==> src/cmi_pkg.sv <==
// Package with opcodes, widths, reset values and carriers of the misc instruction group
package cmi_pkg;

  localparam int CMI_INSTR_W = 10;
  localparam int CMI_NIB_W = 4;
  localparam int CMI_PC_W = 14;
  localparam int CMI_SP_W = 3;
  localparam int CMI_STACK_DEPTH = 8;
  localparam int CMI_PORTD_W = 5;
  localparam int CMI_Y_W = 4;

  // Opcodes
  localparam logic [CMI_INSTR_W-1:0] CMI_OP_POWER_OFF_ENTRY = 10'h002;
  localparam logic [CMI_INSTR_W-1:0] CMI_OP_POWER_OFF_ARM = 10'h05B;
  localparam logic [CMI_INSTR_W-1:0] CMI_OP_ROTATE_ACC_RIGHT = 10'h01D;
  localparam logic [CMI_INSTR_W-1:0] CMI_OP_CLEAR_MEMORY_BIT = 10'h04C;
  localparam logic [CMI_INSTR_W-1:0] CMI_OP_CLEAR_BANK_FLAG = 10'h040;
  localparam logic [CMI_INSTR_W-1:0] CMI_OP_CLEAR_CARRY = 10'h006;
  localparam logic [CMI_INSTR_W-1:0] CMI_OP_CLEAR_PORT_D = 10'h014;
  localparam logic [CMI_INSTR_W-1:0] CMI_OP_SUBROUTINE_RETURN = 10'h044;
  localparam logic [CMI_INSTR_W-1:0] CMI_OP_BIT_MASK = 10'h3FC;
  localparam logic [CMI_INSTR_W-1:0] CMI_OP_BIT_POS = 10'h000;

  // Highest valid port D index held in Y
  localparam logic [CMI_Y_W-1:0] CMI_PORTD_MAX_Y = 4'h4;

  // Reset values
  localparam logic [CMI_NIB_W-1:0] CMI_RST_ACC = 4'h0;
  localparam logic CMI_RST_CARRY = 1'b0;
  localparam logic CMI_RST_BANK = 1'b0;
  localparam logic [CMI_PORTD_W-1:0] CMI_RST_PORTD = 5'h1F;
  localparam logic [CMI_PC_W-1:0] CMI_RST_PC = 14'h0000;
  localparam logic [CMI_SP_W-1:0] CMI_RST_SP = 3'h0;
  localparam logic [CMI_PC_W-1:0] CMI_RST_STACK_ENTRY = 14'h0000;
  localparam logic [CMI_NIB_W-1:0] CMI_RST_NIB = 4'h0;

  typedef enum logic [0:0] {CMI_RUN, CMI_RETURN} cmi_phase_t;

  // Instruction carrier from fetch
  typedef struct packed {
    logic valid;
    logic [CMI_INSTR_W-1:0] code;
  } cmi_instr_t;

  // Memory write carrier to data RAM
  typedef struct packed {
    logic we;
    logic [CMI_NIB_W-1:0] wdata;
  } cmi_mem_wr_t;

  typedef struct packed {
    cmi_phase_t phase;
    logic [CMI_NIB_W-1:0] acc;
    logic carry_flag;
    logic bank_flag;
    logic power_off_arm;
    logic backup;
    logic [CMI_PORTD_W-1:0] port_d;
    logic [CMI_PC_W-1:0] program_counter;
    logic [CMI_SP_W-1:0] stack_pointer;
    logic [CMI_STACK_DEPTH-1:0][CMI_PC_W-1:0] return_stack;
    cmi_mem_wr_t mem_wr;
    logic ready;
  } cmi_state_t;

endpackage
==> src/cmi_core.sv <==
// Executes the misc single-word instruction group of a 4-bit controller core
`timescale 1ns/1ps
`default_nettype none

module cmi_core
  import cmi_pkg::*;
(
  input wire logic i_ref_clk,
  input wire logic i_rst_n,
  input wire cmi_instr_t i_instr,
  input wire logic [CMI_NIB_W-1:0] i_mem_rdata,
  input wire logic [CMI_Y_W-1:0] i_reg_y,
  input wire logic i_large_rom,
  input wire logic i_call_valid,
  input wire logic [CMI_PC_W-1:0] i_call_addr,
  input wire logic [CMI_NIB_W-1:0] i_acc_load,
  input wire logic i_acc_load_valid,
  input wire logic i_bank_set,
  output logic o_ready,
  output logic [CMI_NIB_W-1:0] o_acc,
  output logic o_carry_flag,
  output logic o_bank_flag,
  output logic o_backup,
  output logic [CMI_PORTD_W-1:0] o_port_d,
  output logic [CMI_PC_W-1:0] o_program_counter,
  output logic [CMI_SP_W-1:0] o_stack_pointer,
  output cmi_mem_wr_t o_mem_wr
);

  ////////////////////////////////////////////////////////////////////////////
  // Decoding helpers

  function automatic logic is_op(input logic [CMI_INSTR_W-1:0] code, input logic [CMI_INSTR_W-1:0] op);
    is_op = (code == op);
  endfunction

  function automatic logic is_bit_op(input logic [CMI_INSTR_W-1:0] code, input logic [CMI_INSTR_W-1:0] op);
    is_bit_op = ((code & CMI_OP_BIT_MASK) == op);
  endfunction

  // One kind per instruction of this group; everything else only advances the counter and drops the arm
  typedef enum logic [3:0] {
    CMI_K_OTHER,
    CMI_K_POWER_OFF_ENTRY,
    CMI_K_POWER_OFF_ARM,
    CMI_K_ROTATE_ACC_RIGHT,
    CMI_K_CLEAR_MEMORY_BIT,
    CMI_K_CLEAR_BANK_FLAG,
    CMI_K_CLEAR_CARRY,
    CMI_K_CLEAR_PORT_D,
    CMI_K_SUBROUTINE_RETURN
  } cmi_kind_t;

  function automatic cmi_kind_t decode_kind(input logic [CMI_INSTR_W-1:0] code);
    cmi_kind_t kind;
    kind = CMI_K_OTHER;
    if (is_op(code, CMI_OP_POWER_OFF_ENTRY)) begin
      kind = CMI_K_POWER_OFF_ENTRY;
    end else if (is_op(code, CMI_OP_POWER_OFF_ARM)) begin
      kind = CMI_K_POWER_OFF_ARM;
    end else if (is_op(code, CMI_OP_ROTATE_ACC_RIGHT)) begin
      kind = CMI_K_ROTATE_ACC_RIGHT;
    end else if (is_bit_op(code, CMI_OP_CLEAR_MEMORY_BIT)) begin
      kind = CMI_K_CLEAR_MEMORY_BIT;
    end else if (is_op(code, CMI_OP_CLEAR_BANK_FLAG)) begin
      kind = CMI_K_CLEAR_BANK_FLAG;
    end else if (is_op(code, CMI_OP_CLEAR_CARRY)) begin
      kind = CMI_K_CLEAR_CARRY;
    end else if (is_op(code, CMI_OP_CLEAR_PORT_D)) begin
      kind = CMI_K_CLEAR_PORT_D;
    end else if (is_op(code, CMI_OP_SUBROUTINE_RETURN)) begin
      kind = CMI_K_SUBROUTINE_RETURN;
    end
    decode_kind = kind;
  endfunction

  // Old carry enters the top, old bit 0 leaves as the new carry (carry is the top result bit)
  function automatic logic [CMI_NIB_W:0] rotate_right(input logic [CMI_NIB_W-1:0] nib, input logic carry);
    rotate_right = {nib[0], carry, nib[CMI_NIB_W-1:1]};
  endfunction

  // Read-modify-write of one nibble: only bit pos drops, the others pass unchanged
  function automatic logic [CMI_NIB_W-1:0] clear_bit(input logic [CMI_NIB_W-1:0] nib, input logic [1:0] pos);
    clear_bit = nib & ~(4'h1 << pos);
  endfunction

  ////////////////////////////////////////////////////////////////////////////
  // State

  cmi_state_t state;
  cmi_state_t next_state;
  cmi_kind_t op_kind;
  logic take;
  logic acc_load_ok;
  logic bank_set_ok;
  logic push_ok;

  always_comb begin
    next_state = state;
    next_state.mem_wr.we = 1'b0;
    op_kind = decode_kind(i_instr.code);
    // Once in backup no instruction executes until reset wakes the core
    take = i_instr.valid && state.ready && !state.backup;
    // Side inputs from the rest of the core; instruction effects win
    acc_load_ok = i_acc_load_valid && !(take && op_kind == CMI_K_ROTATE_ACC_RIGHT);
    bank_set_ok = i_bank_set && !(take && op_kind == CMI_K_CLEAR_BANK_FLAG);
    // A push shares the stack with a return, so it only lands in a free run cycle
    push_ok = i_call_valid && !take && state.ready && !state.backup;
    unique case (state.phase)
      CMI_RUN: begin
        if (take) begin
          next_state.program_counter = state.program_counter + 14'h0001;
          // Arm lasts exactly one instruction; any other opcode drops it
          next_state.power_off_arm = (op_kind == CMI_K_POWER_OFF_ARM);
          unique case (op_kind)
            CMI_K_POWER_OFF_ENTRY: begin
              if (state.power_off_arm) begin
                next_state.backup = 1'b1;
                next_state.ready = 1'b0;
              end
              // Otherwise only the counter advances
            end
            CMI_K_ROTATE_ACC_RIGHT: begin
              {next_state.carry_flag, next_state.acc} = rotate_right(state.acc, state.carry_flag);
            end
            CMI_K_CLEAR_MEMORY_BIT: begin
              next_state.mem_wr.we = 1'b1;
              next_state.mem_wr.wdata = clear_bit(i_mem_rdata, i_instr.code[1:0]);
            end
            CMI_K_CLEAR_BANK_FLAG: begin
              // Small-ROM variant leaves the bank flag as it is, but a bank set in the same cycle is still dropped
              if (i_large_rom) begin
                next_state.bank_flag = 1'b0;
              end
            end
            CMI_K_CLEAR_CARRY: begin
              next_state.carry_flag = 1'b0;
            end
            CMI_K_CLEAR_PORT_D: begin
              // Y beyond the last pin leaves the port untouched
              if (i_reg_y <= CMI_PORTD_MAX_Y) begin
                next_state.port_d[i_reg_y[2:0]] = 1'b0;
              end
            end
            CMI_K_SUBROUTINE_RETURN: begin
              next_state.phase = CMI_RETURN;
              next_state.ready = 1'b0;
            end
            CMI_K_POWER_OFF_ARM, CMI_K_OTHER: begin
              // Only the counter and the arm change
            end
          endcase
        end
        if (acc_load_ok) begin
          next_state.acc = i_acc_load;
        end
        if (bank_set_ok) begin
          next_state.bank_flag = 1'b1;
        end
        if (push_ok) begin
          next_state.stack_pointer = state.stack_pointer + 3'h1;
          next_state.return_stack[state.stack_pointer + 3'h1] = i_call_addr;
          next_state.program_counter = state.program_counter;
        end
      end
      CMI_RETURN: begin
        // Second cycle of the return; the counter step of the first cycle is overwritten
        next_state.program_counter = state.return_stack[state.stack_pointer];
        next_state.stack_pointer = state.stack_pointer - 3'h1;
        next_state.phase = CMI_RUN;
        next_state.ready = 1'b1;
      end
    endcase
  end

  // The stack is cleared too, so a return without a call lands at address zero
  always_ff @(posedge i_ref_clk) begin
    if (!i_rst_n) begin
      state.phase <= CMI_RUN;
      state.acc <= CMI_RST_ACC;
      state.carry_flag <= CMI_RST_CARRY;
      state.bank_flag <= CMI_RST_BANK;
      state.power_off_arm <= 1'b0;
      state.backup <= 1'b0;
      state.port_d <= CMI_RST_PORTD;
      state.program_counter <= CMI_RST_PC;
      state.stack_pointer <= CMI_RST_SP;
      state.return_stack <= {CMI_STACK_DEPTH{CMI_RST_STACK_ENTRY}};
      state.mem_wr.we <= 1'b0;
      state.mem_wr.wdata <= CMI_RST_NIB;
      state.ready <= 1'b1;
    end else begin
      state <= next_state;
    end
  end

  ////////////////////////////////////////////////////////////////////////////
  // Outputs straight from the state register

  assign o_ready = state.ready;
  assign o_acc = state.acc;
  assign o_carry_flag = state.carry_flag;
  assign o_bank_flag = state.bank_flag;
  assign o_backup = state.backup;
  assign o_port_d = state.port_d;
  assign o_program_counter = state.program_counter;
  assign o_stack_pointer = state.stack_pointer;
  assign o_mem_wr = state.mem_wr;

endmodule

`default_nettype wire

==> config.mk <==
export PLATFORM = sky130hd
export DESIGN_NAME = cmi_core
export DESIGN_NICKNAME = d
export VERILOG_FILES = /design/src/cmi_pkg.sv /design/src/cmi_core.sv
export SDC_FILE = /design/constraint.sdc
export NUM_CORES = 1
export LEC_CHECK = 0
export BUFFER_PORTS_ARGS = -buffer_cell sky130_fd_sc_hd__buf_2
export CAP_MARGIN = 30
export CORE_UTILIZATION = 63
export DETAILED_ROUTE_END_ITERATION = 10
export HOLD_SLACK_MARGIN = 0.05
export PLACE_DENSITY = 0.85
export SETUP_SLACK_MARGIN = 0.3
export SLEW_MARGIN = 20
export SYNTH_ARGS = -nofsm -noshare
export SYNTH_HDL_FRONTEND = slang
export SYNTH_SLANG_ARGS = --single-unit
==> constraint.sdc <==
create_clock -name i_ref_clk -period 4 [get_ports i_ref_clk]
set_clock_uncertainty 0.05 [all_clocks]
set_input_delay 0 -clock i_ref_clk [delete_from_list [all_inputs] [get_ports i_ref_clk]]
set_output_delay 0 -clock i_ref_clk [all_outputs]
set_load 0.01 [all_outputs]
==> qor.txt <==
outcome: finished clean
total track usage: 29.9%
Die Footprint: 12000 sq um
vias in the first global route: 5531
post-synth top area share: 41.1%
Initial DRC Count: 376
synthesized area: 7260 sq um
# diodes: 0
fraction of registers with async set/reset: 0%
DRC Markers: 0
pre-CTS setup slack: 1330 ps
Yosys warning count: 0
average wire per standard cell: 17.9 um
largest family of logic cells by synthesized area: multiplexers
Post-DP HPWL: 10100 um
Worst EP arrival: 3220 ps
clock sinks: 149
max cap viols: 0
HP Class: input pin to register
sequential-to-total area share from yosys stat: 41.1%
Cell Pwr Density: 410 nW/um^2
Adder-Cell Fraction of Synth Area: 0.517%
WL final: 16800 um
most instantiated library cell after synthesis: dfxtp_1
crit path kind: input pin to register
slew margin rel.: 30.9%
most frequent CP cell: dlygate4sd3_1
number of flops mapped to enable cells by yosys: 0
final setup margin: 1060 ps
Yosys reg bits: 149
crit-path leading delay family: buffers and inverters
Clock transition at path regs: 60 ps
Syn Area/Cell: 10.0 sq um
area leader, netlist: dfxtp_1
Worst Path Buf+Inv: 4
startpoint types: input pin
Layout Nets: 829
Core Area: 11000 sq um
Fill cells: 700
Worst Hold Endpoint: o_mem_wr[2]
gp weighted congestion: 0.816
Mapped Nets: 771
Final Cycle Share: 73.5%
mux cell area share after synthesis: 26.9%
# setup viols final: 0
Final Hold Viols: 0
Initial Utilization: 65.8%
Post-Syn Instances: 725
maximum clock insertion buffer count: 2
worst path cell trace: dlygate4sd3_1 -> buf_2 -> nor4_4 -> dlygate4sd3_1 -> o211a_2 -> nor4b_2 -> nand3_1 -> dlygate4sd3_1 -> a21oi_1
Post-CTS Resized: 0
reg2reg path depth: 6
RSZ-0062 raised after global routing: false
Worst Hold Depth: 4
Ports: 78
via/cell ratio: 5.92
crit path from: i_instr[5]
Die X: 109 um
Compound-Gate Fraction of Synth Area: 5.91%
min cycle time layout: 2940 ps
Worst Tran Pin Value: 1030 ps
routed vias: 5543
CTS buffer count: 17
largest cells by area after synthesis: dfxtp_1 41%, mux2i_1 18%, mux4_2 8.7%
Post-synth top cells: 149 x dfxtp_1, 143 x nor2_1, 132 x mux2i_1
CTS tree: built
max-slew violations: 0
Core Rows: 38
fmax: 340 MHz
crit path max-delay cell type: dlygate4sd3_1
H-Tree Depth: 4
layout cells sized above 1: 20.6%
initial antenna violation count: 0
largest net degree at the start of global routing: 89
Primary FF master, synth: dfxtp_1
first-pass GRT wire length: 26800 um
synth unique cells: 60
later-pin clock latency in the skew report: 430 ps
r2r startpoint: o_backup
post-route ant nets: 0
Setup crit end kind: register
Die Ht: 109 um
Crit path largest cell delay: 610 ps
Peak VDD IR: 0.000360 V
area delta synth->final: 16.7%
hold path startpoint: i_instr[1]
xor and xnor area share after synthesis: 1.93%
minimum hold slack: 86.9 ps
DRT Pass-1 Iters: 6
worst path required time: 4280 ps
top fanout value on the critical path: 7
Root Driver: clkbuf_16
reg-to-reg endpoint: o_mem_wr[3]
Port Buffers: 77
Register-to-Register Setup Slack: 1070 ps
Post-Synth Simple-Gate Area: 16.2%
Setup TNS: 0 ps
global route overflow: 0
Leakage Power: 3.56 nW
==> cell usage in the layout (no fill, tap or decap), types with 6 or more instances in the layout <==
| cell | netlist | layout |
|---|---|---|
| mux2i_1 | 132 | 132 |
| nand3_1 | 8 | 8 |
| nor2_1 | 143 | 143 |
| buf_2 | 15 | 77 |
| xnor2_1 | 13 | 13 |
| clkbuf_16 | 0 | 17 |
| inv_1 | 12 | 11 |
| buf_4 | 36 | 7 |
| mux4_2 | 28 | 28 |
| dlygate4sd3_1 | 0 | 46 |
| nand2_1 | 30 | 30 |
| a211oi_1 | 15 | 15 |
| and3_1 | 8 | 8 |
| nand4_1 | 6 | 6 |
| dfxtp_1 | 149 | 148 |
==> metal layers <==
metal / track usage [%] / share of wire [%] / vias to the layer above
li1: - / - / 2628
met1: 35.7 / 42 / 2726
met2: 50.9 / 51 / 165
met3: 7.65 / 5.8 / 24
met4: 12.9 / 1.8 / 0
met5: 0 / 0 / -
==> timing repair <==
item                                    4_1_cts  5_1_grt
endpoints found under the hold margin       133        0
setup buffers                                 0        0
endpoints found under the setup margin        0        0
hold buffers                                 46        0
==> worst max-delay path by stage <==
stage,endpoint,cells after the start
CTS,o_mem_wr[3],9
finish,o_mem_wr[3],9
floorplan,register,9
global route,o_acc[3],6
global placement,register,5
detailed placement,register,5
==> cell families (layout without fill, tap and decap cells) <==
kind of cell	count (synthesis)	count (layout)
AND/OR/NAND/NOR	240	240
multiplexers	160	160
flip-flops	149	149
buffers and inverters	103	174
AO/OA/AOI/OAI	54	54
XOR/XNOR	16	16
adder cells (fa/ha/maj)	3	3
==> through the flow <==
step / instances / utilization [%] / instance area (sq um) / total power (W)
6_report: 936 / 76.8 / 8470 / 0.00347
5_1_grt: 936 / 76.8 / 8470 / 0.00358
4_1_cts: 936 / 76.8 / 8470 / 0.00348
3_5_place_dp: 858 / 66.9 / 7380 / 0.00178
3_3_place_gp: 858 / 66.9 / 7380 / 0.00177
2_1_floorplan: 725 / - / 7260 / 0.00173
==> final cells by class <==
cell class | count | area (sq um) | area share, %
Clock inverter | 14 | 203 | 2.39
Inverter | 12 | 46.3 | 0.547
Sequential cell | 149 | 2980 | 35.2
Tap cell | 140 | 175 | 2.07
Multi-Input combinational cell | 473 | 3730 | 44.1
Clock buffer | 18 | 429 | 5.07
Timing Repair Buffer | 130 | 898 | 10.6
==> tightest hold or removal path: stages <==
cell and delay, ps:
buf_2 190, a21boi_0 110, mux2i_1 150, nor2_1 50
==> power breakdown <==
part           internal (W)  switching [W]  total (W)
clock network       0.00105       0.000634    0.00168
logic              0.000118       0.000148   0.000265
registers           0.00151      0.0000177    0.00152
total               0.00267       0.000799    0.00347
Note: power is estimated with default switching activity, not from simulation.
